**src/buck_sync_consts.svh**
```systemverilog
// register offsets, field positions, reset values and timing counts of the buck clock block
`ifndef BUCK_SYNC_CONSTS_SVH
`define BUCK_SYNC_CONSTS_SVH

// register offsets on the byte-wide register port
`define OFS_CONFIG       8'h00
`define OFS_CLK_CTRL     8'h01
`define OFS_GPO_CTRL     8'h02
`define OFS_INT_FLAGS    8'h03
`define OFS_INT_MASK     8'h04
`define OFS_MEAS_SEL     8'h05
`define OFS_LOAD_LO      8'h06
`define OFS_LOAD_HI      8'h07
`define OFS_STATUS       8'h08
`define OFS_VOUT0        8'h10
`define OFS_VOUT1        8'h11
`define OFS_BCTRL0       8'h12
`define OFS_BCTRL1       8'h13
`define OFS_BDELAY0      8'h14
`define OFS_BDELAY1      8'h15

// field positions
`define BIT_DITHER_EN    0
`define BIT_PLL_EN       6
`define BIT_GPOA_LVL     0
`define BIT_GPOA_OD      1
`define BIT_GPOB_LVL     2
`define BIT_GPOB_OD      3
`define BIT_SYNC_AS_GPO  4
`define BIT_MEAS_FLAG    0
`define BIT_SYNC_FLAG    1
`define BIT_BUCK_SEL     0
`define BIT_ST_VALID     0
`define BIT_ST_USE_EXT   1
`define BIT_ST_BUSY      2
`define BIT_FPWM         0

// reset values
`define RST_CTRL         12'h000
`define RST_MASK         2'h0

// timing: measurement window and detector gate, then load LSB in mA and top nominal frequency
`define MCLK_MHZ         100
`define MEAS_TIME_US     50
`define MEAS_CYCLES      (`MEAS_TIME_US * `MCLK_MHZ)
`define DET_GATE_US      10
`define DET_CYCLES       (`DET_GATE_US * `MCLK_MHZ)
`define LOAD_LSB_MA      20
`define MAX_NOM_MHZ      24

`endif

```
**src/buck_sync_pkg.sv**
```systemverilog
// types shared by the buck clock block
package buck_sync_pkg;
  typedef struct packed {
    logic [7:0] vout;
    logic [2:0] slew;
    logic [1:0] ilim;
    logic fpwm;
    logic [3:0] startDly;
    logic [3:0] shutDly;
  } buckSet_t;
  typedef buckSet_t [1:0] buckPair_t;
  typedef logic [13:0] senseMa_t;
  typedef senseMa_t [1:0] sensePair_t;
  typedef struct packed {
    logic ditherEn;
    logic pllEn;
    logic [4:0] freqCode;
    logic gpoALvl;
    logic gpoAOd;
    logic gpoBLvl;
    logic gpoBOd;
    logic syncAsGpo;
  } ctrl_t;
  typedef enum logic {MEAS_IDLE, MEAS_RUN} measState_t;
endpackage

```
**src/buck_clock_sync.sv**
```systemverilog
// clock source selection, sync detection, outputs and load-current measurement of the bucks
`include "buck_sync_consts.svh"

module buck_clock_sync #(
  parameter int MEAS_CYCLES = `MEAS_CYCLES,
  parameter int DET_CYCLES = `DET_CYCLES
) (
  input wire logic mclk,
  input wire logic rstn,
  input wire logic clkEn,
  input wire logic [7:0] regAddr,
  input wire logic [7:0] regWrData,
  input wire logic regWr,
  input wire logic regRd,
  output logic [7:0] regRdData,
  input wire logic syncPinIn,
  output logic syncPinOut,
  output logic syncPinOeN,
  output logic gpoAOut,
  output logic gpoAOeN,
  input wire logic otpLoad,
  input wire logic buckStart,
  input wire buck_sync_pkg::buckPair_t otpDefaults,
  input wire buck_sync_pkg::sensePair_t senseMa,
  input wire logic [1:0] heavyLoad,
  output buck_sync_pkg::buckPair_t buckCfg,
  output logic [1:0] pwmMode,
  output logic useExtClk,
  output logic ditherOn,
  output logic irqOut,
  output logic measBusy
);
  import buck_sync_pkg::*;

  if (MEAS_CYCLES < 1 || MEAS_CYCLES > `MEAS_CYCLES) begin : g_bad_meas
    $error("measurement length must be 1 to the 50 us bound");
  end
  if (DET_CYCLES < 16 || DET_CYCLES > 1023) begin : g_bad_det
    $error("detector gate must be 16 to 1023 cycles");
  end

  // nominal frequency in MHz from the field, code 0 is 1 MHz
  function automatic logic [4:0] nomMhz(input logic [4:0] code);
    nomMhz = (code >= 5'(`MAX_NOM_MHZ)) ? 5'(`MAX_NOM_MHZ) : code + 5'h01;
  endfunction

  // edge count over the gate lies in -30%/+10% of nominal, scaled by the real gate length
  function automatic logic inRange(input logic [9:0] edges, input logic [4:0] code);
    logic [20:0] nomEdges;
    logic [20:0] scaled;
    nomEdges = 21'(nomMhz(code)) * 21'(DET_CYCLES);
    scaled = 21'(edges) * 21'(`MCLK_MHZ * 10);
    inRange = (scaled >= nomEdges * 21'h000007) && (scaled <= nomEdges * 21'h00000b);
  endfunction

  // sensed current in mA to result counts, saturating at nine bits
  function automatic logic [8:0] toCounts(input logic [13:0] ma);
    logic [13:0] q;
    q = ma / 14'(`LOAD_LSB_MA);
    toCounts = (q > 14'h01ff) ? 9'h1ff : q[8:0];
  endfunction

  ctrl_t ctrl_reg, ctrl_next;
  buckPair_t buck_reg, buck_next;
  logic [1:0] mask_reg, mask_next;
  logic measFlag_reg, measFlag_next;
  logic syncFlag_reg, syncFlag_next;
  measState_t meas_reg, meas_next;
  logic measSel_reg, measSel_next;
  logic [15:0] measCnt_reg, measCnt_next;
  logic [8:0] result_reg, result_next;
  logic syncPrev_reg, syncPrev_next;
  logic [9:0] gateCnt_reg, gateCnt_next;
  logic [9:0] edgeCnt_reg, edgeCnt_next;
  logic extValid_reg, extValid_next;
  logic [7:0] regRdData_reg, regRdData_next;
  logic syncPinOut_reg, syncPinOut_next, syncPinOeN_reg, syncPinOeN_next;
  logic gpoAOut_reg, gpoAOut_next, gpoAOeN_reg, gpoAOeN_next;
  logic [1:0] pwmMode_reg, pwmMode_next;
  logic useExt_reg, useExt_next, ditherOn_reg, ditherOn_next;
  logic irqOut_reg, irqOut_next;
  logic measStart, measEnd, measClr, syncClr, syncSet;
  logic [15:0] measAge_reg, measAge_next;

  // register writes, OTP defaults, the done flag and the measurement sequence
  always_comb begin
    ctrl_next = ctrl_reg;
    buck_next = buck_reg;
    mask_next = mask_reg;
    meas_next = meas_reg;
    measSel_next = measSel_reg;
    measCnt_next = measCnt_reg;
    result_next = result_reg;
    measStart = regWr && (regAddr == `OFS_MEAS_SEL);
    measClr = regWr && (regAddr == `OFS_INT_FLAGS) && regWrData[`BIT_MEAS_FLAG];
    syncClr = regWr && (regAddr == `OFS_INT_FLAGS) && regWrData[`BIT_SYNC_FLAG];
    measEnd = 1'b0;
    if (otpLoad) begin
      buck_next = otpDefaults;
    end
    if (regWr) begin
      case (regAddr)
        `OFS_CONFIG: ctrl_next.ditherEn = regWrData[`BIT_DITHER_EN];
        `OFS_CLK_CTRL: begin
          ctrl_next.pllEn = regWrData[`BIT_PLL_EN];
          ctrl_next.freqCode = regWrData[4:0];
        end
        `OFS_GPO_CTRL: begin
          ctrl_next.gpoALvl = regWrData[`BIT_GPOA_LVL];
          ctrl_next.gpoAOd = regWrData[`BIT_GPOA_OD];
          ctrl_next.gpoBLvl = regWrData[`BIT_GPOB_LVL];
          ctrl_next.gpoBOd = regWrData[`BIT_GPOB_OD];
          ctrl_next.syncAsGpo = regWrData[`BIT_SYNC_AS_GPO];
        end
        `OFS_INT_MASK: mask_next = regWrData[1:0];
        `OFS_VOUT0: buck_next[0].vout = regWrData;
        `OFS_VOUT1: buck_next[1].vout = regWrData;
        `OFS_BCTRL0: {buck_next[0].ilim, buck_next[0].slew, buck_next[0].fpwm} = regWrData[5:0];
        `OFS_BCTRL1: {buck_next[1].ilim, buck_next[1].slew, buck_next[1].fpwm} = regWrData[5:0];
        `OFS_BDELAY0: {buck_next[0].shutDly, buck_next[0].startDly} = regWrData;
        `OFS_BDELAY1: {buck_next[1].shutDly, buck_next[1].startDly} = regWrData;
        default: ;
      endcase
    end
    case (meas_reg)
      MEAS_IDLE: ;
      MEAS_RUN: begin
        if (measCnt_reg == 16'h0000) begin
          measEnd = 1'b1;
          meas_next = MEAS_IDLE;
          result_next = toCounts(senseMa[measSel_reg]);
        end else begin
          measCnt_next = measCnt_reg - 16'h0001;
        end
      end
      default: meas_next = MEAS_IDLE;
    endcase
    if (measStart) begin
      meas_next = MEAS_RUN; // a new write restarts the sequence
      measSel_next = regWrData[`BIT_BUCK_SEL];
      measCnt_next = 16'(MEAS_CYCLES - 1);
    end
    measFlag_next = (measFlag_reg && !measClr) || measEnd;
  end

  // busy cycles since the last start, kept apart from the down-counter for the bound check
  always_comb begin
    measAge_next = measAge_reg;
    if (measStart) begin
      measAge_next = 16'h0000;
    end else if (meas_reg == MEAS_RUN) begin
      measAge_next = measAge_reg + 16'h0001;
    end
  end

  // sync clock detector: counts pin edges over a fixed gate
  always_comb begin
    syncPrev_next = syncPinIn;
    gateCnt_next = gateCnt_reg;
    edgeCnt_next = edgeCnt_reg;
    extValid_next = extValid_reg;
    if (!ctrl_next.pllEn) begin
      gateCnt_next = 10'h000;
      edgeCnt_next = 10'h000;
      extValid_next = 1'b0;
    end else if (gateCnt_reg == 10'(DET_CYCLES - 1)) begin
      gateCnt_next = 10'h000;
      edgeCnt_next = 10'h000;
      extValid_next = inRange(edgeCnt_reg, ctrl_reg.freqCode);
    end else begin
      gateCnt_next = gateCnt_reg + 10'h001;
      if (syncPinIn && !syncPrev_reg && edgeCnt_reg != 10'h3ff) begin
        edgeCnt_next = edgeCnt_reg + 10'h001;
      end
    end
    syncSet = (ctrl_reg.pllEn && ctrl_next.pllEn && (extValid_next != extValid_reg))
      || (ctrl_reg.pllEn && (otpLoad || buckStart) && !extValid_reg);
    syncFlag_next = (syncFlag_reg && !syncClr) || syncSet;
  end

  // registered outputs and read data
  always_comb begin
    regRdData_next = regRdData_reg;
    if (regRd) begin
      case (regAddr)
        `OFS_CONFIG: regRdData_next = {7'h00, ctrl_reg.ditherEn};
        `OFS_CLK_CTRL: regRdData_next = {1'b0, ctrl_reg.pllEn, 1'b0, ctrl_reg.freqCode};
        `OFS_GPO_CTRL: regRdData_next = {3'h0, ctrl_reg.syncAsGpo, ctrl_reg.gpoBOd,
          ctrl_reg.gpoBLvl, ctrl_reg.gpoAOd, ctrl_reg.gpoALvl};
        `OFS_INT_FLAGS: regRdData_next = {6'h00, syncFlag_reg, measFlag_reg};
        `OFS_INT_MASK: regRdData_next = {6'h00, mask_reg};
        `OFS_MEAS_SEL: regRdData_next = {7'h00, measSel_reg};
        `OFS_LOAD_LO: regRdData_next = result_reg[7:0];
        `OFS_LOAD_HI: regRdData_next = {7'h00, result_reg[8]};
        `OFS_STATUS: regRdData_next = {5'h00, meas_reg == MEAS_RUN, useExt_reg, extValid_reg};
        `OFS_VOUT0: regRdData_next = buck_reg[0].vout;
        `OFS_VOUT1: regRdData_next = buck_reg[1].vout;
        `OFS_BCTRL0: regRdData_next = {2'h0, buck_reg[0].ilim, buck_reg[0].slew, buck_reg[0].fpwm};
        `OFS_BCTRL1: regRdData_next = {2'h0, buck_reg[1].ilim, buck_reg[1].slew, buck_reg[1].fpwm};
        `OFS_BDELAY0: regRdData_next = {buck_reg[0].shutDly, buck_reg[0].startDly};
        `OFS_BDELAY1: regRdData_next = {buck_reg[1].shutDly, buck_reg[1].startDly};
        default: regRdData_next = 8'h00;
      endcase
    end
    gpoAOut_next = ctrl_next.gpoALvl;
    gpoAOeN_next = ctrl_next.gpoAOd && ctrl_next.gpoALvl;
    syncPinOut_next = ctrl_next.gpoBLvl;
    syncPinOeN_next = !ctrl_next.syncAsGpo || (ctrl_next.gpoBOd && ctrl_next.gpoBLvl);
    for (int i = 0; i < 2; i++) begin
      pwmMode_next[i] = buck_next[i].fpwm || heavyLoad[i]
        || (meas_next == MEAS_RUN && measSel_next == 1'(i));
    end
    useExt_next = ctrl_next.pllEn && extValid_next;
    ditherOn_next = ctrl_next.ditherEn && !ctrl_next.pllEn;
    irqOut_next = (measFlag_next && !mask_next[`BIT_MEAS_FLAG])
      || (syncFlag_next && !mask_next[`BIT_SYNC_FLAG]);
  end

  // state registers, frozen while the clock enable is low
  always_ff @(posedge mclk or negedge rstn) begin
    if (!rstn) begin
      ctrl_reg <= `RST_CTRL;
      buck_reg <= '0;
      mask_reg <= `RST_MASK;
      measFlag_reg <= 1'b0;
      syncFlag_reg <= 1'b0;
      meas_reg <= MEAS_IDLE;
      measSel_reg <= 1'b0;
      measCnt_reg <= 16'h0000;
      result_reg <= 9'h000;
      syncPrev_reg <= 1'b0;
      gateCnt_reg <= 10'h000;
      edgeCnt_reg <= 10'h000;
      extValid_reg <= 1'b0;
      regRdData_reg <= 8'h00;
      syncPinOut_reg <= 1'b0;
      syncPinOeN_reg <= 1'b1;
      gpoAOut_reg <= 1'b0;
      gpoAOeN_reg <= 1'b0;
      pwmMode_reg <= 2'h0;
      useExt_reg <= 1'b0;
      ditherOn_reg <= 1'b0;
      irqOut_reg <= 1'b0;
      measAge_reg <= 16'h0000;
    end else if (clkEn) begin
      ctrl_reg <= ctrl_next;
      buck_reg <= buck_next;
      mask_reg <= mask_next;
      measFlag_reg <= measFlag_next;
      syncFlag_reg <= syncFlag_next;
      meas_reg <= meas_next;
      measSel_reg <= measSel_next;
      measCnt_reg <= measCnt_next;
      result_reg <= result_next;
      syncPrev_reg <= syncPrev_next;
      gateCnt_reg <= gateCnt_next;
      edgeCnt_reg <= edgeCnt_next;
      extValid_reg <= extValid_next;
      regRdData_reg <= regRdData_next;
      syncPinOut_reg <= syncPinOut_next;
      syncPinOeN_reg <= syncPinOeN_next;
      gpoAOut_reg <= gpoAOut_next;
      gpoAOeN_reg <= gpoAOeN_next;
      pwmMode_reg <= pwmMode_next;
      useExt_reg <= useExt_next;
      ditherOn_reg <= ditherOn_next;
      irqOut_reg <= irqOut_next;
      measAge_reg <= measAge_next;
    end
  end

  // output wiring straight from flip-flops
  assign regRdData = regRdData_reg;
  assign syncPinOut = syncPinOut_reg;
  assign syncPinOeN = syncPinOeN_reg;
  assign gpoAOut = gpoAOut_reg;
  assign gpoAOeN = gpoAOeN_reg;
  assign buckCfg = buck_reg;
  assign pwmMode = pwmMode_reg;
  assign useExtClk = useExt_reg;
  assign ditherOn = ditherOn_reg;
  assign irqOut = irqOut_reg;
  assign measBusy = (meas_reg == MEAS_RUN);

  // checks on the behaviour above
  chk_meas_start: assert property (@(posedge mclk) disable iff (!rstn)
    clkEn && measStart |=> meas_reg == MEAS_RUN && measSel_reg == $past(regWrData[0]))
    else $error("measurement did not start on selection write");
  chk_meas_pwm: assert property (@(posedge mclk) disable iff (!rstn)
    meas_reg == MEAS_RUN |-> pwmMode_reg[measSel_reg])
    else $error("measured buck not in PWM");
  chk_meas_bound: assert property (@(posedge mclk) disable iff (!rstn)
    meas_reg == MEAS_RUN |-> measAge_reg < 16'(MEAS_CYCLES))
    else $error("measurement exceeds its time");
  chk_meas_done: assert property (@(posedge mclk) disable iff (!rstn)
    clkEn && measEnd && !measStart |=> measFlag_reg && meas_reg == MEAS_IDLE)
    else $error("done flag not set at end of measurement");
  chk_irq_gate: assert property (@(posedge mclk) disable iff (!rstn)
    irqOut_reg == ((measFlag_reg && !mask_reg[0]) || (syncFlag_reg && !mask_reg[1])))
    else $error("interrupt output disagrees with flags and masks");
  chk_dither_gate: assert property (@(posedge mclk) disable iff (!rstn)
    ditherOn_reg == (ctrl_reg.ditherEn && !ctrl_reg.pllEn))
    else $error("dithering while PLL on or disabled");
  chk_pll_off: assert property (@(posedge mclk) disable iff (!rstn)
    !ctrl_reg.pllEn |-> !extValid_reg && !useExt_reg && gateCnt_reg == 10'h000)
    else $error("detector active with PLL off");
  chk_ext_select: assert property (@(posedge mclk) disable iff (!rstn)
    useExt_reg == (ctrl_reg.pllEn && extValid_reg))
    else $error("clock source selection wrong");
  chk_sync_event: assert property (@(posedge mclk) disable iff (!rstn)
    clkEn && ctrl_reg.pllEn && ctrl_next.pllEn && extValid_next != extValid_reg
    |=> syncFlag_reg)
    else $error("sync flag missed a clock change");
  chk_flag_hold: assert property (@(posedge mclk) disable iff (!rstn)
    measFlag_reg && !(clkEn && measClr) |=> measFlag_reg)
    else $error("done flag dropped without a clear");
endmodule // buck_clock_sync

```
**config.mk**
```make
export PLATFORM = sky130hd
export DESIGN_NAME = buck_clock_sync
export DESIGN_NICKNAME = d
export VERILOG_FILES = /design/src/buck_sync_pkg.sv /design/src/buck_clock_sync.sv
export VERILOG_INCLUDE_DIRS = /design/src
export SDC_FILE = /design/constraint.sdc
export NUM_CORES = 1
export LEC_CHECK = 0
export BUFFER_PORTS_ARGS = -buffer_cell sky130_fd_sc_hd__buf_2
export CAP_MARGIN = 20
export CELL_PAD_IN_SITES_DETAIL_PLACEMENT = 1
export CELL_PAD_IN_SITES_GLOBAL_PLACEMENT = 1
export CORE_MARGIN = 4
export CORE_UTILIZATION = 41
export DETAILED_ROUTE_END_ITERATION = 8
export PLACE_DENSITY_LB_ADDON = 0.1
export SYNTH_ARGS = -nofsm -noshare
export SYNTH_HDL_FRONTEND = slang
export SYNTH_SLANG_ARGS = --single-unit
export TNS_END_PERCENT = 20
```
**constraint.sdc**
```tcl
create_clock -name mclk -period 7.95 [get_ports mclk]
set_input_delay 1.59 -clock mclk [delete_from_list [all_inputs] [get_ports mclk]]
set_output_delay 1.59 -clock mclk [all_outputs]
set_load 0.02 [all_outputs]
```
# Word level (Yosys, flattened, before mapping)
# Cells that the tools add are included.
[word_totals]
ff_bits = 124
in_bits = 98
out_inout_bits = 62
elab_cells = 154
[classes]
add_sub_neg = 4
multipliers = 4
div_mod_pow = 1
magnitude_cmp = 5
n_eq_ne = 19
n_mux = 35
bitwise = 1
reduce_logical = 47
[ops]
columns = ["cell", "n"]
rows = [
  ["$pmux 8 s15", 1],
  ["$mux 44", 2],
  ["$mux 10", 5],
  ["$eq 8x5->1 const B", 6],
  ["$mux 16", 3],
  ["$eq 8x3->1 const B", 4],
  ["$mux 8", 4],
  ["$mux 14", 2],
  ["$logic_and 1x1->1", 21],
  ["$add 10x1->10 const B", 2],
  ["$ge 20x18->1", 1],
  ["$le 20x19->1", 1],
  ["$mux 6", 3],
  ["$mul 10x7->17 const B", 1],
  ["$eq 8x2->1 const B", 2],
  ["$logic_not 16->1", 1],
  ["$mul 12x4->16 const B", 1],
  ["$sub 16x1->16 const B", 1],
  ["$mul 12x3->15 const B", 1],
  ["$div 14x5->14 const B", 1],
  ["$gt 14x9->1 const B", 1],
  ["$mul 5x7->12 const B", 1],
  ["$mux 12", 1],
  ["$eq 10x10->1 const B", 1],
  ["20 further kinds", 49],
]

# Logic depth before layout (Yosys ltp)
# Gate-level depths: netlist of run 1.
[logic_depth]
word_depth = 14
mapped_depth = 36
ltp_nobuf = 36

# Worst setup path before layout of run 1
# OpenSTA, ideal clock, no wires.
[synth_path]
path_kind = "register -> register"
from = "reg ctrl_reg[5] (netlist bit)"
to = "reg syncFlag_reg"
setup_ps = 125
arrival_time_ps = 7437
required_time_ps = 7825
slack_ps = 388
stages_incl_launch_ff = 36
path_buffers = 0
synth_period_minus_slack_ps = 7562
path_cell_list = "dfrtp_1 ha_1 xor2_1 nand2_1 inv_1 fa_1 inv_1 fa_1 inv_1 fa_1 ha_1 inv_1 o21bai_1 a21oi_1 o21bai_1 xor2_1 inv_1 fa_1 inv_1 ha_1 a21oi_1 nor2b_1 o21a_1 o21ai_0 nand2b_1 a21oi_1 xor2_1 ha_1 nand3_1 or3_1 o32a_1 o41ai_1 nor3b_1 o211ai_1 mux2i_1 a21oi_1"
[synth_via]
elab_chain_len = 12
word_cells_on_any_way = 15
classes_between = "add/sub (1); mul (3); order compare (3); eq/ne (1); mux (3); reduce/logical (4)"
[synth_rtl]
columns = ["item", "line_no", "rtl"]
rows = [
  ["start: declaration", "buck_clock_sync.sv:63", "ctrl_t ctrl_reg, ctrl_next;"],
  ["start signal: assignment", "buck_clock_sync.sv:222", "ctrl_reg <= `RST_CTRL;"],
  ["start signal: assignment", "buck_clock_sync.sv:246", "ctrl_reg <= ctrl_next;"],
  ["$add 5x1->5 / $ge 5x5->1 (equally long branches)", "buck_clock_sync.sv:44", "nomMhz = (code >= 5'(`MAX_NOM_MHZ)) ? 5'(`MAX_NOM_MHZ) : code + 5'h01;"],
  ["$mux 5 (*)", "buck_clock_sync.sv:44", ""],
  ["$mul 5x7->12 (*)", "buck_clock_sync.sv:51", "nomEdges = 21'(nomMhz(code)) * 21'(DET_CYCLES);"],
  ["$mul 12x3->15 / $mul 12x4->16 (equally long branches)", "buck_clock_sync.sv:53", "inRange = (scaled >= nomEdges * 21'h000007) && (scaled <= nomEdges * 21'h00000b);"],
  ["$ge 20x18->1 / $le 20x19->1 (equally long branches)", "buck_clock_sync.sv:53", ""],
  ["$logic_and 1x1->1 (*)", "buck_clock_sync.sv:53", ""],
  ["$mux 1 (*)", "buck_clock_sync.sv:166", "end else if (gateCnt_reg == 10'(DET_CYCLES - 1)) begin"],
  ["$mux 1 (*)", "buck_clock_sync.sv:162", "if (!ctrl_next.pllEn) begin"],
  ["$ne 1x1->1 (*)", "buck_clock_sync.sv:176", "syncSet = (ctrl_reg.pllEn && ctrl_next.pllEn && (extValid_next != extValid_reg))"],
  ["$logic_and 1x1->1 (*)", "buck_clock_sync.sv:176", ""],
  ["$logic_or 1x1->1 (*)", "buck_clock_sync.sv:177", "|| (ctrl_reg.pllEn && (otpLoad || buckStart) && !extValid_reg);"],
  ["$logic_or 1x1->1 (*)", "buck_clock_sync.sv:178", "syncFlag_next = (syncFlag_reg && !syncClr) || syncSet;"],
  ["end signal: assignment", "buck_clock_sync.sv:250", "syncFlag_reg <= syncFlag_next;"],
  ["end: declaration", "buck_clock_sync.sv:67", "logic syncFlag_reg, syncFlag_next;"],
]
# Every way passes the cells marked *; elsewhere a longest branch is shown, timed or not.
# A chain may end at the register's enable or synchronous reset.

# Final worst setup path of run 1
[layout_path]
from = "reg ctrl_reg[7] (netlist bit)"
to = "reg irqOut_reg, in the netlist irqOut"
[layout_via]
elab_chain_len = 14
word_cells_on_any_way = 17
classes_between = "add/sub (1); mul (3); order compare (3); eq/ne (1); mux (3); reduce/logical (6)"
[layout_rtl]
columns = ["item", "line_no", "rtl"]
rows = [
  ["$add 5x1->5 / $ge 5x5->1 (equally long branches)", "buck_clock_sync.sv:44", ""],
  ["$mux 5 (*)", "buck_clock_sync.sv:44", ""],
  ["$mul 5x7->12 (*)", "buck_clock_sync.sv:51", ""],
  ["$mul 12x3->15 / $mul 12x4->16 (equally long branches)", "buck_clock_sync.sv:53", ""],
  ["$ge 20x18->1 / $le 20x19->1 (equally long branches)", "buck_clock_sync.sv:53", ""],
  ["$logic_and 1x1->1 (*)", "buck_clock_sync.sv:53", ""],
  ["$mux 1 (*)", "buck_clock_sync.sv:166", ""],
  ["$mux 1 (*)", "buck_clock_sync.sv:162", ""],
  ["$ne 1x1->1 (*)", "buck_clock_sync.sv:176", ""],
  ["$logic_and 1x1->1 (*)", "buck_clock_sync.sv:176", ""],
  ["$logic_or 1x1->1 (*)", "buck_clock_sync.sv:177", ""],
  ["$logic_or 1x1->1 (*)", "buck_clock_sync.sv:178", ""],
  ["$logic_and 1x1->1 (*)", "buck_clock_sync.sv:216", "|| (syncFlag_next && !mask_next[`BIT_SYNC_FLAG]);"],
  ["$logic_or 1x1->1 (*)", "buck_clock_sync.sv:215", "irqOut_next = (measFlag_next && !mask_next[`BIT_MEAS_FLAG])"],
  ["end signal: assignment", "buck_clock_sync.sv:267", "irqOut_reg <= irqOut_next;"],
  ["end: declaration", "buck_clock_sync.sv:81", "logic irqOut_reg, irqOut_next;"],
]
# Marked as above.

==> flow_summary.toml, run 1 <==
[outcome]
status = "completed"

[placement]
io_buffers = 155
dp_hpwl_mm = 30.6
placed_cells = 1911
post_dp_cell_area_um2 = 13600
gp_congestion = 0.840

[worst_setup_path]
endpoint_kind = "register"
cp.arrival_ps = 7820
rr_worst_depth = 33
crit_top_cell = "inv_1"
r2r-end = "irqOut"
slowest_delay_ps = 560
critPathMaxFanout = 4
path_class = "register to register"
reg2reg_setup_slack_ps = 430
slowest_stage = "fa_1"
required_ps = 8250
startpoint_type = "register"
timing.rr.start = "ctrl_reg[7]"

[global_routing]
antenna_found_initial = 2
grt_start_max_net_pins = 69
grt_pass1_vias = 11900
overflow = 0
grt_pass1_wl_mm = 65.3
gr-usage-all-layers_pct = 24.2

[routing]
drc = 0
ant_nets = 0
wire_per_inst_um = 20.4
wl_mm = 39.9
vias = 11400
dr.pass1.iters = 5
initialDrtViolationCount = 675
via_per_inst = 5.82

[logic_synthesis]
synth_top_family_by_area = "adder cells"
synthDistinctLibCells = 83
syn_nets = 1691
synth.area.mux_share_pct = 5.43
synthMostInstantiatedCell = "ha_1"
synth_edf_count = 0
synth_top_cell_by_area = "dfrtp_1"
synth_top_area_share_pct = 24.6
synth_cells = 1398
synth_seq_cells = 123
syn_area_um2 = 12400
synthAdderAreaFrac_pct = 23.6
synthTopCellsByArea = "dfrtp_1 (25%), ha_1 (14%), fa_1 (9.7%)"
synth-simple-area-share_pct = 14.3
synthTopCellsByCount = "ha_1 (135), inv_1 (126), nor2_1 (124), dfrtp_1 (122), a21oi_1 (113)"
synth-xor-area-share_pct = 4.87
synth.avg_cell_area_um2 = 8.86
synth_warnings = 0
synth-seq-area-share_pct = 24.9
synth_flop_cell = "dfrtp_1"
async_reset_ff_share_pct = 100
synth-compound-area-share_pct = 20.8

[sta]
finalHoldViolations = 0
slew_headroom_pct = 33.1
tns_ps = 0
worst_slew_pin_slew_ps = 976
skew_ps = 19.0
finalSetupViolations = 0
post-route-min-period_ps = 7520
slew_violations = 0
post-route-period-util_pct = 94.6
max_freq_ghz = 0.133

[layout]
largest_reg_flops = 44
seqCellArea_um2 = 3080
multi_input_area_um2 = 8690
nets = 1840
drive_above_1_share_pct = 19.7
finalInstanceArea_um2 = 14400
instances_no_fill = 1952
fillCellCount = 3507
area_growth_pct = 16.0

[hold_path]
hold_depth = 1
min_from = "regRdData[0]"
whs_endpoint = "regRdData[0]"
min_path_type = "register to register"

[clock_network]
clockBufferDepth = 2
cts_root_buf = "clkbuf_16"
cts.sinks = 123
cts.clk_slew.worst_paths_ps = 70
cts_tree = "built"
clk_latency_ps = 430
cts_max_level = 4
cts_made_buffers = 17

[run]
max_cap_viol_count = 0

[floorplanning]
die_w_um = 182
fp.dieH_um = 182
dieArea_um2 = 33100
io_pins = 160
initial_core_util_pct = 41.7
core_um2 = 29700
fp-row-count = 63

[power]
max-vdd-ir-drop_mv = 0.151
power.density_nw_per_um2 = 242
p_leak_uw = 0.00692
==> worst max-delay path by stage <==
stage | slack, ps | from | end | cells after the start
after floorplan | 390 | ctrl_reg[5] | syncFlag_reg | 35
after global placement | 150 | ctrl_reg[5] | syncFlag_reg | 35
after detailed placement | 6 | ctrl_reg[5] | irqOut | 35
after CTS | 10 | ctrl_reg[5] | irqOut | 35
after global routing | -80 | ctrl_reg[6] | irqOut | 35
final | 430 | ctrl_reg[7] | irqOut | 33
==> layer usage <==
metal	routed length [µm]	vias up	track usage (%)	share of wire, %
li1	-	5347	-	-
met1	17600	5679	32.9	44
met2	19900	280	41.8	50
met3	1720	47	2.70	4.3
met4	677	0	5.37	1.7
met5	0	-	0	0
==> report_power, final <==
part	switching (µW)	internal, µW	total [µW]
Clock	349	450	799
Combinational	1060	791	1860
Sequential	97.9	719	817
Total	1510	1960	3470
==> placed cells by master (no fill, tap or decap), types with 17 or more instances in the layout <==
cell type / synthesis / layout
buf_2: 7 / 154
ha_1: 135 / 130
inv_1: 126 / 125
nor2_1: 124 / 124
dfrtp_1: 122 / 121
a21oi_1: 113 / 102
nand2_1: 90 / 90
fa_1: 60 / 60
o21ai_0: 53 / 52
o22ai_1: 51 / 51
xnor2_1: 48 / 48
nand3_1: 45 / 45
buf_4: 2 / 36
mux2_2: 32 / 32
nor3_1: 28 / 28
nand4_1: 18 / 18
a21o_1: 17 / 17
clkbuf_16: 0 / 17
==> critical path: cells and delay by family, from the launching register on <==
kind | cells | cell delay (ps)
buffers and inverters | 7 | 660
DFF | 1 | 430
xor gates and xnor gates | 2 | 470
adders and majority gates | 7 | 2950
muxes | 2 | 660
and+or+nand+nor | 5 | 590
AOI/OAI and AO/OA | 10 | 1630
==> per-stage QoR <==
| step | total power [µW] | hold WS (ps) | utilization (%) | worst slack [ps] |
|---|---|---|---|---|
| after global routing | 3770 | 499 | 48.3 | -84.8 |
| final | 3470 | 473 | 48.4 | 431 |
| after CTS | 3380 | 474 | 47.7 | 9.80 |
| after detailed placement | 2560 | 460 | 45.7 | 5.97 |
| after floorplan | 2050 | 463 | - | 388 |
| after global placement | 2510 | 457 | 45.7 | 147 |
==> layout make-up <==
class	count	area share [%]
Inverter	126	3.29
Antenna cell	2	0.0348
Tap cell	390	3.40
Clock buffer	17	2.96
Clock inverter	15	1.18
Multi-Input combinational cell	1089	60.5
Sequential cell	123	21.4
Timing Repair Buffer	190	7.24
==> cells by family (layout without fill, tap and decap cells) <==
| logic type | count (synthesis) | in the layout |
|---|---|---|
| and+or+nand+nor | 377 | 377 |
| buffers and inverters | 186 | 348 |
| AOI/OAI and AO/OA | 390 | 390 |
| adders and majority gates | 198 | 198 |
| DFF | 123 | 123 |
| other | 0 | 2 |
| xor gates and xnor gates | 68 | 68 |
| muxes | 56 | 56 |
==> what timing repair did <==
item                                    CTS  global route
setup buffers                             0             7
endpoints found under the setup margin    2             3
hold buffers                              0             0
resized for setup                         1            27
pin swaps                                 0            14
Power figures use the tool's default switching activity.
==> run 2, diff against run 1 <==
--- a/config.mk
+++ b/config.mk
@@ -10,7 +10,7 @@
 export CAP_MARGIN = 20
 export CELL_PAD_IN_SITES_DETAIL_PLACEMENT = 1
 export CELL_PAD_IN_SITES_GLOBAL_PLACEMENT = 1
-export CORE_MARGIN = 4
+export CORE_MARGIN = 2
 export CORE_UTILIZATION = 41
 export DETAILED_ROUTE_END_ITERATION = 8
 export PLACE_DENSITY_LB_ADDON = 0.1
==> flow_summary.toml, run 2 (synthesized netlist as in run 1, its figures left out) <==
[outcome]
status = "completed"

[worst_setup_path]
startpoint_type = "register"
slowest_delay_ps = 560
path_class = "register to register"
endpoint_kind = "register"
required_ps = 8250
cp.arrival_ps = 7860
slowest_stage = "fa_1"
timing.rr.start = "ctrl_reg[7]"
crit_path_start = "ctrl_reg[7]"
rr_worst_depth = 34
critPathMaxFanout = 4
crit_top_cell = "inv_1"

[layout]
drive_above_1_share_pct = 19.1
layout_common_cells = "buf_2 (154), ha_1 (132), inv_1 (124), nor2_1 (124), dfrtp_1 (121)"
final_common_cell = "buf_2"
area_growth_pct = 15.9
fillCellCount = 3559
nets = 1841
largest_reg_flops = 44

[sta]
max_freq_ghz = 0.132
post-route-period-util_pct = 95.1
finalHoldViolations = 0
post-route-min-period_ps = 7560
skew_ps = 12.0
worst_slew_pin_slew_ps = 1030
whs_ps = 478
slew_headroom_pct = 30.1
slew_violations = 0
tns_ps = 0
finalSetupViolations = 0

[hold_path]
hold_depth = 1
min_path_type = "register to register"
min_from = "regRdData[1]"

[routing]
dr.pass1.iters = 6
drc = 0
initialDrtViolationCount = 519
wire_per_inst_um = 20.0
vias = 11100
via_per_inst = 5.68
wl_mm = 39.0
ant_nets = 0

[floorplanning]
dieArea_um2 = 31600
initial_core_util_pct = 41.7
io_pins = 160
die_w_um = 178
fp-row-count = 63
core_um2 = 29700
fp.dieH_um = 178

[placement]
gp_congestion = 0.849
io_buffers = 155
dp_hpwl_mm = 29.7

[global_routing]
overflow = 0
grt_start_max_net_pins = 63
grt_pass1_wl_mm = 63.0
gr-usage-all-layers_pct = 25.3
antenna_found_initial = 4
grt_pass1_vias = 11800

[clock_network]
clk_latency_ps = 430
clockBufferDepth = 2
cts_made_buffers = 17
cts_max_level = 4
cts_root_buf = "clkbuf_16"
cts.sinks = 123
cts_tree = "built"
cts.clk_slew.worst_paths_ps = 60

[power]
power.density_nw_per_um2 = 237
max-vdd-ir-drop_mv = 0.150
p_leak_uw = 0.00693

[run]
max_cap_viol_count = 0
-- run 2: through the flow --
stage	total power, µW	worst slack, ps	util (%)	instances	cell area, µm²
detailed placement	2560	-61.9	45.6	1910	13600
CTS	3420	3.19	47.8	1943	14200
global placement	2500	123	45.6	1910	13600
floorplan	2050	388	-	1398	12400
finish	3410	390	48.3	1953	14400
global route	3690	-149	48.3	1952	14400
-- run 2: routing by layer --
metal  wire, µm  track usage (%)  vias up
met3       1450             3.04       52
met5         11                0        -
met1      17600             33.7     5476
met4        765             6.42        2
li1           -                -     5331
met2      19100             43.5      228
-- run 2: what timing repair did --
action | CTS | global route
endpoints found under the setup margin | 2 | 3
gates resized for setup | 1 | 20
setup buffers | 2 | 7
hold buffers | 0 | 0
pin swaps | 3 | 12
-- run 2: area by class of cell --
class	instances	area, µm²	area share [%]
multi-input cells	1089	8640	60.2
inverters	126	473	3.29
clock inverters	11	168	1.17
clock buffers	20	457	3.18
flip-flops and latches	123	3080	21.4
diodes	3	7.51	0.0523
repair buffers	191	1050	7.30
well taps	390	488	3.40
-- run 2: power breakdown --
part / total (µW) / switching [µW] / internal (µW)
Combinational: 1750 / 1010 / 741
Clock: 839 / 300 / 539
Sequential: 819 / 99.2 / 720
-- run 2: worst paths after layout --
check / to / slack (ps)
max: irqOut / 390
min: regRdData[1] / 480
max in group asynchronous: mask_reg[0] / 5330
min reg2reg: regRdData[1] / 480
min in group asynchronous: measCnt_reg[6] / 1260
max reg2reg: irqOut / 390
-- run 2: worst max-delay path: cells and delay by family, from the launching register on --
family                   cells  cell delay (ps)
adder cells (fa/ha/maj)      7             2830
AO/OA/AOI/OAI               12             1830
AND/OR/NAND/NOR              5              820
buffers and inverters        7              620
multiplexers                 2              610
flip-flops                   1              440
XOR/XNOR                     1              280
